**src/prw_pkg.sv**
```systemverilog
// Purpose: shared constants for the power reset status and wake gating block
// Assumes: single 25 MHz clock, synchronous active-high reset
// Notes: status bit positions follow the power reset status layout
package prw_pkg;
  // -----------------------------------------------------------------
  // status register layout
  // -----------------------------------------------------------------
  localparam int STAT_WIDTH = 8;
  localparam int BIT_SYS_RESET = 6;
  localparam int BIT_TEST_RESET_PIN = 7;
  localparam logic [7:0] STAT_RESET_VALUE = 8'h00;
  // -----------------------------------------------------------------
  // wake-only group
  // -----------------------------------------------------------------
  localparam int WAKE_GROUP_WIDTH = 32;
  localparam int WAKE_SRC_ESPI = 9;
  // -----------------------------------------------------------------
  // clock figures
  // -----------------------------------------------------------------
  localparam int CLK_PERIOD_NS = 40;
  localparam int SLEEP_CLK_MHZ = 0;
  // wake controller states, one-hot
  typedef enum logic [3:0] {
    ST_RUN = 4'h1,
    ST_SLEEP = 4'h2,
    ST_ESPI_WAKE = 4'h4,
    ST_CPU_WAKE = 4'h8
  } prw_state_type;
endpackage : prw_pkg

```
**src/prw_sync.sv**
```systemverilog
// Purpose: two-flop synchroniser for pin levels
// Assumes: destination domain clk
// Notes: first stage is read only by the second
`timescale 1ns/10ps
module prw_sync #(
  parameter int WIDTH = 1
) (
  input wire logic clk,
  input wire logic reset,
  input wire logic [WIDTH-1:0] din,
  output logic [WIDTH-1:0] dout
);
  logic [WIDTH-1:0] meta_ff;
  logic [WIDTH-1:0] sync_ff;
  logic [WIDTH-1:0] nxt_meta;
  logic [WIDTH-1:0] nxt_sync;

  // ---------------------------------------------------------------
  // synchroniser stages
  // ---------------------------------------------------------------
  // next values of both stages
  always_comb begin
    nxt_meta = din;
    nxt_sync = meta_ff;
  end

  // registers only
  always_ff @(posedge clk) begin
    if (reset) begin
      meta_ff <= '0;
      sync_ff <= '0;
    end else begin
      meta_ff <= nxt_meta;
      sync_ff <= nxt_sync;
    end
  end

  assign dout = sync_ff;
endmodule : prw_sync

```
**src/prw_wake_gate.sv**
```systemverilog
// Purpose: reset status bits and wake-only clock gating
// Assumes: pins arrive async and are synchronised here
// Notes: gate enables are levels for external clock gate cells
//
// Behaviour
// - bit 7 returns live test-port reset pin
// - pin bit tracks even during boundary scan
// - wake-only event clocks its block, not CPU
// - sleeping chip, chip-select fall clocks eSPI only
// - cycle ends without interrupt, back to sleep
// - eSPI interrupt enabled keeps clocks, CPU runs
// - eSPI reset alone never wakes the chip
// - system reset sets sticky bit 6
// - controller clock fully off in light sleep
`timescale 1ns/10ps
module prw_wake_gate #(
  parameter int WAKE_WIDTH = prw_pkg::WAKE_GROUP_WIDTH
) (
  input wire logic clk,
  input wire logic reset,
  input wire logic testResetPin,
  input wire logic boundaryScanEn,
  input wire logic system_wide_reset,
  input wire logic sysFlagClearWr,
  input wire logic lightSleepReq,
  input wire logic espiCsPin_n,
  input wire logic espiCycleDone,
  input wire logic espiIrq,
  input wire logic espiIrqEn,
  input wire logic cpuSleepReq,
  input wire logic [WAKE_WIDTH-1:0] wakeEvents,
  input wire logic [WAKE_WIDTH-1:0] wakeEnables,
  output logic [7:0] resetStatus,
  output logic sys_reset_sticky_flag,
  output logic controllerClkEn,
  output logic espiClkEn,
  output logic [WAKE_WIDTH-1:0] blockClkEn,
  output logic cpuIrq,
  output logic asleep
);
  // ---------------------------------------------------------------
  // parameter check
  // ---------------------------------------------------------------
  if (WAKE_WIDTH <= prw_pkg::WAKE_SRC_ESPI) begin : g_bad_width
    $error("wake group too narrow for the eSPI source");
  end

  // wake group member test, used by the ST_SLEEP wake term
  function automatic logic srcHit(input logic [WAKE_WIDTH-1:0] v,
                                  input int idx);
    srcHit = v[idx];
  endfunction : srcHit

  // ---------------------------------------------------------------
  // pin synchronisers
  // ---------------------------------------------------------------
  logic [2:0] pinSync;
  // select enters inverted so the cleared stages read as an idle select,
  // otherwise a false falling edge would follow every reset
  prw_sync #(.WIDTH(3)) u_sync (
    .clk(clk),
    .reset(reset),
    .din({testResetPin, ~espiCsPin_n, system_wide_reset}),
    .dout(pinSync)
  );
  logic pinLevel;
  logic csSync_n;
  logic sysRstSync;
  assign pinLevel = pinSync[2];
  assign csSync_n = ~pinSync[1];
  assign sysRstSync = pinSync[0];

  // ---------------------------------------------------------------
  // status bits
  // ---------------------------------------------------------------
  logic pinLevel_ff;
  logic nxt_pinLevel;
  logic sysFlag_ff;
  logic nxt_sysFlag;

  // scan enable is deliberately ignored, pin always visible
  always_comb begin
    nxt_pinLevel = pinLevel;
    nxt_sysFlag = sysFlag_ff;
    if (sysFlagClearWr) begin
      nxt_sysFlag = 1'b0;
    end
    if (sysRstSync) begin
      nxt_sysFlag = 1'b1; // set beats clear
    end
  end

  // flag survives block reset so software can see what happened
  always_ff @(posedge clk) begin
    if (reset) begin
      pinLevel_ff <= 1'b0;
    end else begin
      pinLevel_ff <= nxt_pinLevel;
    end
    sysFlag_ff <= nxt_sysFlag;
  end

  // byte view of the status register
  always_comb begin
    resetStatus = prw_pkg::STAT_RESET_VALUE;
    resetStatus[prw_pkg::BIT_TEST_RESET_PIN] = pinLevel_ff;
    resetStatus[prw_pkg::BIT_SYS_RESET] = sysFlag_ff;
  end
  assign sys_reset_sticky_flag = sysFlag_ff;

  // ---------------------------------------------------------------
  // chip-select edge detect on the synchronised level
  // ---------------------------------------------------------------
  logic csPrev_ff;
  logic nxt_csPrev;
  logic csFall;
  always_comb begin
    nxt_csPrev = csSync_n;
  end
  always_ff @(posedge clk) begin
    if (reset) begin
      csPrev_ff <= 1'b1;
    end else begin
      csPrev_ff <= nxt_csPrev;
    end
  end
  assign csFall = csPrev_ff & ~csSync_n;

  // ---------------------------------------------------------------
  // wake state machine
  // ---------------------------------------------------------------
  prw_pkg::prw_state_type state_ff;
  prw_pkg::prw_state_type nxt_state;
  logic [WAKE_WIDTH-1:0] blkEn_ff;
  logic [WAKE_WIDTH-1:0] nxt_blkEn;
  logic [WAKE_WIDTH-1:0] liveWake;
  logic espiIrqLive;

  // eSPI reset is not in this path; only enabled group bits wake
  assign liveWake = wakeEvents & wakeEnables;
  assign espiIrqLive = espiIrq & espiIrqEn;

  always_comb begin
    nxt_state = state_ff;
    nxt_blkEn = blkEn_ff;
    case (state_ff)
      prw_pkg::ST_RUN: begin
        nxt_blkEn = '1;
        if (lightSleepReq) begin
          nxt_state = prw_pkg::ST_SLEEP;
          nxt_blkEn = '0;
        end
      end
      prw_pkg::ST_SLEEP: begin
        // only the source block is clocked, CPU stays off
        nxt_blkEn = liveWake;
        if (csFall || srcHit(liveWake, prw_pkg::WAKE_SRC_ESPI)) begin
          nxt_state = prw_pkg::ST_ESPI_WAKE;
        end
      end
      prw_pkg::ST_ESPI_WAKE: begin
        nxt_blkEn = liveWake;
        if (espiIrqLive) begin
          nxt_state = prw_pkg::ST_CPU_WAKE;
        end else if (espiCycleDone) begin
          nxt_state = prw_pkg::ST_SLEEP;
        end
      end
      prw_pkg::ST_CPU_WAKE: begin
        nxt_blkEn = '1;
        if (cpuSleepReq) begin
          nxt_state = prw_pkg::ST_SLEEP;
          nxt_blkEn = '0;
        end
      end
      default: begin
        nxt_state = prw_pkg::ST_RUN;
        nxt_blkEn = '1;
      end
    endcase
  end

  always_ff @(posedge clk) begin
    if (reset) begin
      state_ff <= prw_pkg::ST_RUN;
      blkEn_ff <= '1;
    end else begin
      state_ff <= nxt_state;
      blkEn_ff <= nxt_blkEn;
    end
  end

  // ---------------------------------------------------------------
  // gate outputs
  // ---------------------------------------------------------------
  // core clock held at 0 MHz whenever asleep
  assign controllerClkEn = (state_ff == prw_pkg::ST_RUN) ||
                           (state_ff == prw_pkg::ST_CPU_WAKE);
  assign espiClkEn = (state_ff != prw_pkg::ST_SLEEP);
  assign blockClkEn = blkEn_ff;
  assign cpuIrq = espiIrqLive & (state_ff == prw_pkg::ST_CPU_WAKE);
  assign asleep = (state_ff == prw_pkg::ST_SLEEP);

  // ---------------------------------------------------------------
  // checks
  // ---------------------------------------------------------------
  a_pin_bit_live: assert property (@(posedge clk) disable iff (reset)
    resetStatus[7] == $past(pinLevel))
    else $error("pin bit not tracking pin");
  a_pin_scan_ok: assert property (@(posedge clk) disable iff (reset)
    boundaryScanEn ##1 1'b1 |-> resetStatus[7] == $past(pinLevel))
    else $error("pin bit lost during scan");
  a_cs_wakes_espi: assert property (@(posedge clk) disable iff (reset)
    asleep && csFall |=> espiClkEn && !controllerClkEn)
    else $error("chip-select did not wake eSPI alone");
  a_wake_only_cpu: assert property (@(posedge clk) disable iff (reset)
    state_ff == prw_pkg::ST_ESPI_WAKE |-> !controllerClkEn)
    else $error("cpu clock on during wake-only");
  a_done_to_sleep: assert property (@(posedge clk) disable iff (reset)
    state_ff == prw_pkg::ST_ESPI_WAKE && espiCycleDone && !espiIrqLive
    |=> asleep && !espiClkEn)
    else $error("cycle end did not return to sleep");
  a_irq_keeps_clk: assert property (@(posedge clk) disable iff (reset)
    state_ff == prw_pkg::ST_ESPI_WAKE && espiIrqLive
    |=> controllerClkEn ##0 cpuIrq == espiIrqLive)
    else $error("interrupt did not keep clock on");
  a_no_rst_wake: assert property (@(posedge clk) disable iff (reset)
    asleep && !csFall && liveWake == '0 |=> asleep)
    else $error("woke with no enabled source");
  a_sys_flag_set: assert property (@(posedge clk)
    sysRstSync |=> sys_reset_sticky_flag)
    else $error("system reset did not set flag");
  a_set_beats_clr: assert property (@(posedge clk)
    sysRstSync && sysFlagClearWr |=> resetStatus[6])
    else $error("clear beat set");
  a_clr_works: assert property (@(posedge clk)
    !sysRstSync && sysFlagClearWr |=> !sys_reset_sticky_flag)
    else $error("flag not cleared");
  a_sleep_core_off: assert property (@(posedge clk) disable iff (reset)
    asleep |-> !controllerClkEn)
    else $error("core clock on in sleep");

  c_espi_short: cover property (@(posedge clk) disable iff (reset)
    asleep ##1 state_ff == prw_pkg::ST_ESPI_WAKE ##[1:20] asleep);
  c_espi_irq: cover property (@(posedge clk) disable iff (reset)
    state_ff == prw_pkg::ST_ESPI_WAKE ##1 state_ff == prw_pkg::ST_CPU_WAKE);
  c_set_clear: cover property (@(posedge clk)
    sysRstSync && sysFlagClearWr);
endmodule : prw_wake_gate

```
**config.mk**
```make
export PLATFORM = sky130hd
export DESIGN_NAME = prw_wake_gate
export DESIGN_NICKNAME = d
export VERILOG_FILES = /design/src/prw_pkg.sv /design/src/prw_sync.sv /design/src/prw_wake_gate.sv
export SDC_FILE = /design/constraint.sdc
export NUM_CORES = 1
export LEC_CHECK = 0
export ABC_AREA = 1
export BUFFER_PORTS_ARGS = -buffer_cell sky130_fd_sc_hd__buf_2
export CAP_MARGIN = 10
export CORE_ASPECT_RATIO = 0.75
export CORE_UTILIZATION = 43
export CTS_CLUSTER_SIZE = 20
export DETAILED_ROUTE_END_ITERATION = 10
export PLACE_DENSITY_LB_ADDON = 0.25
export SLEW_MARGIN = 25
export SYNTH_ARGS = -nofsm -noshare
export SYNTH_HDL_FRONTEND = slang
export SYNTH_SLANG_ARGS = --single-unit
export TNS_END_PERCENT = 20
```
**constraint.sdc**
```tcl
create_clock -name clk -period 4.45 [get_ports clk]
set_clock_uncertainty 0.2 [all_clocks]
set_input_delay 0.2225 -clock clk [delete_from_list [all_inputs] [get_ports clk]]
set_output_delay 0.2225 -clock clk [all_outputs]
set_load 0.005 [all_outputs]
```
== After elaboration in Yosys (flattened, before gate mapping) ==
Cells that the tools add are included.

* Add/subtract/negate cells: 0
* $mul: 0
* Divide/modulo/power cells: 0
* Order comparisons: 0
* Equal/unequal tests: 9
* Shifts and indexed selects: 0
* Mux-type cells: 9
* Bitwise logic cells: 6
* Reduce and logical (&&, ||, !) cells: 4

{| class="wikitable"
|+ Operators by type and width
! cell !! count
|-
| 32-bit case mux with 3 select lines || 1
|-
| 32-bit 2-to-1 mux || 2
|-
| 32-bit bitwise AND || 1
|-
| 4-bit 2-to-1 mux || 5
|-
| 4-bit case mux with 4 select lines || 1
|-
| 4-bit by 1-bit == test with 1-bit output, second input constant || 1
|-
| 4-bit by 2-bit == test with 1-bit output, second input constant || 1
|-
| 4-bit by 3-bit == test with 1-bit output, second input constant || 1
|-
| 4-bit == test, second input constant || 1
|-
| 2-bit inequality test, second input constant || 2
|-
| 4-bit by 2-bit inequality test with 1-bit output, second input constant || 1
|-
| 4-bit AND reduction || 1
|-
| 1-bit bitwise AND || 3
|-
| 3-bit inequality test, second input constant || 1
|-
| 1-bit logical OR || 2
|-
| 2-bit by 1-bit inequality test with 1-bit output, second input constant || 1
|-
| 1-bit inverter || 2
|-
| 2-bit OR reduction || 1
|}

* Bits in registers: 45
* Bits in latches: 0
* RAM bits: 0
* Bits in read-only memories: 0
* Input bits: 76
* Output and inout port bits: 45
* Logic and storage cells: 35
* Memories kept: 0

== Depth between registers and ports, before layout ==
Gate-level depths: netlist of run 1.

* Word-level depth: 4
* Gate-level depth with buffers: 9
* Depth with buffers taken out: 9

== Modules after synthesis ==
Synthesis of run 1 repeated with hierarchy kept, for this count alone.

* Cell total of the unflattened synthesis: 191
* Area, all modules: 1652.8 µm²

{| class="wikitable"
|+ By module, submodules not included
! module !! times used !! cells each !! area an instance (µm²) !! seq. area each (µm²)
|-
| prw_wake_gate || 1 || 173 || 1487.7 || 780.7
|-
| prw_sync || 1 || 18 || 165.2 || 120.1
|}

== Worst setup path before layout of run 1 ==
OpenSTA, ideal clock, no wires.

* Path kind: register -> register
* Start point: reg state_ff[3]
* End point: reg blkEn_ff[2], in the netlist blockClkEn[2]
* Setup time: 0.123 ns
* Arrival: 1.100 ns
* Required time: 4.127 ns
* Path slack: 3.026 ns
* Cell stages (with the launch flop): 8
* Buffers on the path: 1
* Period minus slack after synthesis: 1.424 ns
* Path through: dfxtp_1 > nor2_1 > nand3_2 > nand2_2 > nor2_4 > nor2_8 > buf_6 > nand3_1

* Longest elaborated chain between the ends: 3
* Elaborated cells on any way between the ends: 6
* Those cells by class: eq/ne: 4; mux: 1; reduce/logical: 1

{| class="wikitable"
|+ Ends and longest elaborated chain
! item !! line !! source
|-
| start: declaration || prw_wake_gate.sv:132 || <nowiki>prw_pkg::prw_state_type state_ff;</nowiki>
|-
| start signal: assignment || prw_wake_gate.sv:185 || <nowiki>state_ff <= prw_pkg::ST_RUN;</nowiki>
|-
| start signal: assignment || prw_wake_gate.sv:188 || <nowiki>state_ff <= nxt_state;</nowiki>
|-
| 4-bit by 2-bit == test with 1-bit output / 4-bit by 3-bit == test with 1-bit output (equally long branches) || prw_wake_gate.sv:146 || <nowiki>case (state_ff)</nowiki>
|-
| 2-bit OR reduction (no source line) || n/a ||
|-
| 32-bit case mux with 3 select lines (*) || prw_wake_gate.sv:146 ||
|-
| end signal: assignment || prw_wake_gate.sv:189 || <nowiki>blkEn_ff <= nxt_blkEn;</nowiki>
|-
| end: declaration || prw_wake_gate.sv:134 || <nowiki>logic [WAKE_WIDTH-1:0] blkEn_ff;</nowiki>
|}

Mark *: on every way between the ends. The rest lies on a longest branch, timed or not.
A chain may end at the register's enable or synchronous reset.

== Worst setup path in the final report of run 1 ==
* Start point: reg state_ff[2]
* End point: reg blkEn_ff[25], in the netlist blockClkEn[25]

Same word-level chain as after synthesis.

==> out/metrics.yaml, run 1 <==
synth_area_mm2: 0.00166
ios: 121
worst_pin_slew_ns: 0.975
grt_max_degree: 34
first_pass_iters: 4
critical_path.cell_chain: "inv_1 -> nor2_1 -> nand2_1 -> nand2_2 -> nand3_1 -> dlygate4sd3_1 -> nand3_1"
die_area_mm2: 0.00412
final_max_slew_viol_count: 0
grt_pass1_vias: 1906
hold_depth: 3
outcome: "complete, no violations"
fin_nets: 447
fp.dieW_um: 73.8
num-fill-cells: 260
crit_required_ns: 4.47
io_buffers: 113
cts_hold_buf: 67
via_per_inst: 4.65
mostFrequentLayoutCell: "buf_2"
cp.arrival_ns: 2.39
holdCritPathClass: "primary input to flip-flop"
final.period_utilization_pct: 53.3
instances_no_fill: 424
synth-seq-cells: 45
synth_warnings: 0
cts-htree-levels: 2
r2r_end: "blockClkEn[25]"
chipHeight_um: 55.8
rsz0062_at_grt: "no"
min_to: "blockClkEn[1]"
route.detailed.drc: 0
path_buf_inv: 2
crit_start: "state_ff[2]"
fin_area_mm2: 0.00294
hold_violations: 0
p_total_uw: 1410
power_density_mw_per_mm2: 480
final_antenna_net_count: 0
reg2reg_depth: 7
slew_headroom_pct: 34.9
fin_crit_ns: 2.37
cts_buffer_depth: 2
tritoncts: "built"
setup_tns_ns: 0
synthCells: 197
gp_congestion: 0.895
path_clk_slew_ns: 0.08
ir_worst_vdd_v: 0.000349
drv_cap: 0
final_cell_mix: "buf_2 (113), dlygate4sd3_1 (67), nand3_1 (66), dfxtp_1 (45)"
setup_ws_ns: 2.08
initial_core_util_pct: 45.1
clk_latency_ns: 0.29
cp-end-kind: "flip-flop"
rows: 19
path_class: "flip-flop to flip-flop"
synth_cell_types: 20
cts_buffers: 5
dp_hpwl_um: 2520
slowest_delay_ns: 0.62
place_inst: 349
wl_um: 5430
drive_gt1_share_pct: 33.9
leakage_uw: 0.00132
drt_iter0_markers: 79
path_delay_family: "simple AND/OR/NAND/NOR gates"
min-delay-start: "wakeEnables[1]"
grt_use_total_pct: 27.7
core-area_mm2: 0.00368
post_cts_resized: 0
via_count: 1971
critPathMaxFanout: 33
overflow: 0
rr_startpoint: "state_ff[2]"
postPlaceCellArea_mm2: 0.00218
cpMostUsedCell: "nand3_1"
antennaDiodeCount: 0
root_buffer: "clkbuf_8"
ys_seq_area_share_pct: 54.2
setup_viol: 0
wl_per_cell_um: 12.8
start_kind: "flip-flop"
place_ws_ns: 2.30
rrSetupSlack_ns: 2.08
syn_area_per_cell_um2: 8.43
cts.sinks: 45
cpMaxStageDelayCell: "dlygate4sd3_1"
max_freq_mhz: 422
postCtsSetupBuffers: 0
grt_first_pass_wirelength_um: 8560
areaGrowthSynthToFinish_pct: 77.0
antenna_found_initial: 0
[stage by stage]
stage	util (%)	hold WS (ns)
final	79.8	0.0137
after global routing	79.8	0.0461
after CTS	79.8	0.00826
after detailed placement	59.3	0.179
after global placement	59.3	0.173
after floorplan	-	0.0949
[metal layers]
| layer | GRT usage (%) | vias up | routed length (um) |
|---|---|---|---|
| li1 | - | 973 | - |
| met1 | 29.9 | 888 | 2210 |
| met2 | 51.0 | 94 | 2750 |
| met3 | 7.25 | 16 | 353 |
| met4 | 10.2 | 0 | 121 |
| met5 | 0 | - | 0 |
[worst max-delay path by stage]
stage / end / slack [ns] / depth (start not counted)
2_1_floorplan: blockClkEn[2] / 3.03 / 7
5_1_grt: blockClkEn[18] / 1.85 / 7
3_3_place_gp: blockClkEn[9] / 2.31 / 7
6_report: blockClkEn[25] / 2.08 / 7
3_5_place_dp: blockClkEn[30] / 2.30 / 6
4_1_cts: blockClkEn[3] / 2.16 / 7
[kinds of logic (layout without fill, tap and decap cells)]
logic type / after synthesis / in the layout / synth area share [%]
buffers and inverters: 35 / 205 / 11.5
AO/OA/AOI/OAI: 2 / 2 / 0.753
other: 1 / 6 / 0.226
flip-flops: 45 / 45 / 54.2
AND/OR/NAND/NOR: 114 / 114 / 33.3
[cell usage after synthesis]
library cell | n | area share, %
a21oi_1 | 1 | 0.30
buf_2 | 6 | 1.8
buf_4 | 8 | 3.6
buf_6 | 3 | 2.0
clkbuf_1 | 1 | 0.23
conb_1 | 1 | 0.23
dfxtp_1 | 45 | 54
inv_1 | 17 | 3.8
nand2_1 | 20 | 4.5
nand2_2 | 1 | 0.38
nand3_1 | 66 | 20
nand3_2 | 1 | 0.60
nand3b_1 | 1 | 0.45
nand4_1 | 1 | 0.38
nor2_1 | 20 | 4.5
nor2_2 | 1 | 0.38
nor2_4 | 1 | 0.68
nor2_8 | 1 | 1.2
nor3_1 | 1 | 0.30
o21bai_1 | 1 | 0.45
[report_power, final]
part / internal, uW / switching, uW
Clock: 108 / 134
Combinational: 248 / 315
Sequential: 559 / 48.3
[worst register-to-register path, stage by stage, from the launching register on]
cell           delay (ns)
dfxtp_1              0.37
inv_1                0.06
nor2_1               0.18
nand2_1              0.11
nand2_2              0.49
nand3_1              0.18
dlygate4sd3_1        0.62
nand3_1              0.09
[registers in the layout, indices dropped and copies added (netlist names)]
name,flops
csPrev_ff,1
blockClkEn,32
pinLevel_ff,1
state_ff,4
sys_reset_sticky_flag,1
u_sync.dout,3
u_sync.meta_ff,3
[cell type report]
cell class | instances | area (um2) | area share, %
clock inverters | 3 | 17.5 | 0.596
clock buffers | 5 | 68.8 | 2.34
multi-input cells | 122 | 588 | 20.0
well taps | 52 | 65.1 | 2.21
repair buffers | 180 | 1240 | 42.0
flip-flops and latches | 45 | 901 | 30.6
inverters | 17 | 63.8 | 2.17
No activity file was read; power rests on OpenSTA's default activity.
==> run 2: changes to the inputs <==
Settings changed: ABC_AREA 1 to 0, CORE_UTILIZATION 43 to 41.
Clock period 4.45 ns to 2.3 ns, I/O delays scaled along.
==> out/metrics.yaml, run 2 <==
outcome: "complete, no violations"
synth_top_area_share_pct: 50.4
grt_max_degree: 33
antenna_found_initial: 0
largest_reg_flops: 32
ys_seq_area_share_pct: 50.4
io_buffers: 113
syn_area_per_cell_um2: 10.6
critPathMaxFanout: 7
mostFrequentLayoutCell: "buf_2"
first_pass_iters: 4
chipHeight_um: 59.2
final_cell_mix: "buf_2 (113), dlygate4sd3_1 (76), dfxtp_1 (45), nand3_1 (36), nand3_2 (30)"
dp_hpwl_um: 2850
path_class: "flip-flop to flip-flop"
cp.arrival_ns: 2.18
post-route-util_pct: 79.4
synth-edff-count: 0
die_area_mm2: 0.00463
overflow: 0
wl_um: 5860
max_freq_mhz: 465
leakage_uw: 0.00143
clk_latency_ns: 0.29
final.period_utilization_pct: 93.5
start_kind: "flip-flop"
synthCells: 169
power_density_mw_per_mm2: 610
cts_buffer_depth: 2
drt_iter0_markers: 84
synthArstFlopShare_pct: 0
drv_cap: 0
root_buffer: "clkbuf_8"
fp.dieW_um: 78.2
fin_nets: 431
final_antenna_net_count: 0
synth_area_mm2: 0.00179
synth_top_area_cell: "dfxtp_1"
grt_first_pass_wirelength_um: 9170
core-area_mm2: 0.00410
initial_core_util_pct: 43.5
rows: 20
final_max_slew_viol_count: 0
via_per_inst: 4.73
cts.sinks: 45
holdCritPathClass: "primary input to flip-flop"
yosys-top-cells-area: "dfxtp_1 (50%), nand3_2 (17%), nand3_1 (10%)"
rsz0062_at_grt: "no"
hold_violations: 0
areaGrowthSynthToFinish_pct: 82.4
via_count: 1945
synth-seq-cells: 45
route.detailed.drc: 0
fin_crit_ns: 2.15
wl_per_cell_um: 14.3
postCtsSetupBuffers: 0
gp_congestion: 0.729
grt_pass1_vias: 1948
register_area_um2: 901
ios: 121
ir_worst_vdd_v: 0.000404
path_clk_slew_ns: 0.09
worst_pin_slew_ns: 0.606
num-fill-cells: 278
drive_gt1_share_pct: 45.2
synth_ff_type: "dfxtp_1"
synthTopCellsByCount: "dfxtp_1 (45), nand3_1 (36), nand3_2 (30)"
cts_buffers: 5
synth_warnings: 0
crit_required_ns: 2.33
cts-htree-levels: 2
place_ws_ns: 0.123
antennaDiodeCount: 0
multiInputGateArea_um2: 764
setup_viol: 0
slew_headroom_pct: 59.0
tritoncts: "built"
yosysMostFrequentCell: "dfxtp_1"
setup_ws_ns: 0.150
cp-end-kind: "flip-flop"
synth_cell_types: 30
grt_use_total_pct: 26.1
setup_tns_ns: 0
## run 2: changes by cell type in the layout (fill, tap and decap cells not counted), moves of 6 or more
cell | previous run | this run
nor2b_1 | 0 | 6
dlygate4sd3_1 | 67 | 76
nand3_1 | 66 | 36
nor2_1 | 20 | 4
inv_1 | 17 | 2
nand3_2 | 1 | 30
nand2_1 | 20 | 3
## run 2: critical path, stage by stage (launching register included)
cell,delay [ns]
dfxtp_1,0.41
nor4b_1,0.61
nand3_1,0.15
dlygate4sd3_1,0.59
a21oi_1,0.13
## run 2: final timing paths
kind / from / end / slack, ns / cells past startpoint
hold / removal: espiIrq / state_ff[2] / 0.06 / 4
hold reg to reg: u_sync.dout[1] / csPrev_ff / 0.20 / 1
setup / recovery: state_ff[3] / state_ff[3] / 0.15 / 4
setup reg to reg: state_ff[3] / state_ff[3] / 0.15 / 4
## run 2: final cells by class
class,count,share of cell area (%)
timing repair buffer,194,42.9
sequential,45,27.6
multi-input combinational,107,23.5
clock buffer,6,2.53
tap,55,2.11
clock inverter,2,1.15
inverter,2,0.230
## run 2: stage by stage
stage	cell area, um2	std cells	power (uW)	hold WS, ns
final	3260	411	1990	0.0576
after global routing	3260	411	2090	0.0675
after CTS	3230	410	1980	0.0520
after detailed placement	2350	326	1280	0.0786
after global placement	2350	326	1270	0.0770
after floorplan	1810	174	1100	-0.0134
## run 2: cells by family after synthesis
kind of cell	synth area share, %
AND/OR/NAND/NOR	35.9
flip-flops	50.4
buffers and inverters	8.47
AO/OA/AOI/OAI	3.99
XOR/XNOR	0.981
other	0.210
## run 2: what timing repair did
action	4_1_cts	5_1_grt
hold endpoints to repair	43	0
hold buffers	76	0
resized for setup	0	0
## run 2: layer usage
metal | track usage (%) | wire, um | share of wire, % | up-vias
met5 | 0 | 0 | 0 | -
met4 | 10.8 | 144 | 2.5 | 0
li1 | - | - | - | 949
met2 | 46.0 | 2950 | 50 | 102
met1 | 30.0 | 2340 | 40 | 878
met3 | 7.85 | 435 | 7.4 | 16
## run 2: power by group
part	internal [uW]	switching, uW
Sequential	862	31.1
Clock	353	261
Combinational	266	215
==> run 3: changes to the inputs <==
Clock period 2.3 ns to 2.2 ns, I/O delays scaled along.
==> out/metrics.yaml, run 3 (synthesis results as in run 2) <==
path_class: "flip-flop to flip-flop"
cts.sinks: 45
initial_core_util_pct: 43.5
drive_gt1_share_pct: 45.7
path_clk_slew_ns: 0.08
cts_buffers: 5
crit_required_ns: 2.22
ir_worst_vdd_v: 0.000356
place_ws_ns: 0.0791
chipHeight_um: 59.2
grt_use_total_pct: 26.1
core-area_mm2: 0.00410
clk_latency_ns: 0.29
final.period_utilization_pct: 95.3
cp.arrival_ns: 2.12
grt_max_degree: 33
final_cell_mix: "buf_2 (113), dlygate4sd3_1 (76), dfxtp_1 (45), nand3_1 (36), nand3_2 (30)"
via_per_inst: 4.71
fp.dieW_um: 78.2
p_total_uw: 1940
root_buffer: "clkbuf_8"
overflow: 0
grt_pass1_vias: 2032
critPathMaxFanout: 5
antennaDiodeCount: 0
max_freq_mhz: 477
rows: 20
leakage_uw: 0.00143
rr_startpoint: "state_ff[1]"
outcome: "complete, no violations"
setup_tns_ns: 0
tritoncts: "built"
die_area_mm2: 0.00463
rsz0062_at_grt: "no"
final_antenna_net_count: 0
hold_violations: 0
io_buffers: 113
mostFrequentLayoutCell: "buf_2"
fin_nets: 434
cp-end-kind: "flip-flop"
antenna_found_initial: 0
cts_buffer_depth: 2
instances_no_fill: 414
wl_um: 5850
final_max_slew_viol_count: 0
dp_hpwl_um: 2930
min-delay-start: "espiIrq"
min_to: "state_ff[2]"
gp_congestion: 0.743
ios: 121
reg2reg_depth: 5
place_inst: 329
rrSetupSlack_ns: 0.10
power_density_mw_per_mm2: 598
largest_reg_flops: 32
areaGrowthSynthToFinish_pct: 81.4
route.detailed.drc: 0
via_count: 1952
start_kind: "flip-flop"
fin_crit_ns: 2.10
postCtsSetupBuffers: 0
cts-htree-levels: 2
holdCritPathClass: "primary input to flip-flop"
setup_viol: 0
drt_iter0_markers: 84
drv_cap: 0
r2r_end: "state_ff[1]"
setup_ws_ns: 0.104
grt_first_pass_wirelength_um: 9090
first_pass_iters: 4
wl_per_cell_um: 14.1
hold_depth: 4
-- run 3: area by class of cell --
class / count / area (um2)
Timing Repair Buffer: 197 / 1410
Tap cell: 55 / 68.8
Sequential cell: 45 / 901
Multi-Input combinational cell: 107 / 771
Clock inverter: 2 / 10.0
Clock buffer: 6 / 72.6
Fill cell: 291 / 862
Inverter: 2 / 7.51
-- run 3: worst max path at each step --
stage,startpoint,to,cells past startpoint
after floorplan,state_ff[0],blockClkEn[0],6
after global placement,state_ff[3],blockClkEn[10],4
after detailed placement,state_ff[3],blockClkEn[10],4
after CTS,state_ff[3],blockClkEn[10],4
after global routing,state_ff[1],state_ff[1],5
final,state_ff[1],state_ff[1],5
-- run 3: critical path, cell delays in order (launching register included) --
cell	delay [ns]
dfxtp_1	0.39
buf_4	0.16
or4b_1	0.55
a221o_1	0.36
a41o_1	0.25
nor2_1	0.12
-- run 3: stage by stage --
step | utilization (%) | hold WS (ns) | area (um2)
global route | 79.0 | 0.0690 | 3240
CTS | 78.4 | 0.0526 | 3220
floorplan | - | -0.0184 | 1810
detailed placement | 57.8 | 0.0758 | 2370
finish | 79.0 | 0.0632 | 3240
global placement | 57.8 | 0.0736 | 2370
-- run 3: per-layer routing --
layer | global-route usage [%] | up-vias | routed length (um)
met2 | 48.9 | 107 | 3000
met5 | 0 | - | 0
met4 | 12.7 | 0 | 159
met1 | 27.1 | 879 | 2220
met3 | 7.69 | 15 | 477
li1 | - | 951 | -
-- run 3: timing repair --
item                                    in CTS  in global routing
hold buffers                                76                  0
gates resized for setup                      0                  1
endpoints found under the setup margin       0                  1
hold endpoints to repair                    42                  0
-- run 3: power by group --
part | switching (uW) | total [uW] | internal, uW
combinational | 234 | 523 | 289
sequential | 25.1 | 926 | 901
clock | 268 | 488 | 221
total | 527 | 1940 | 1410
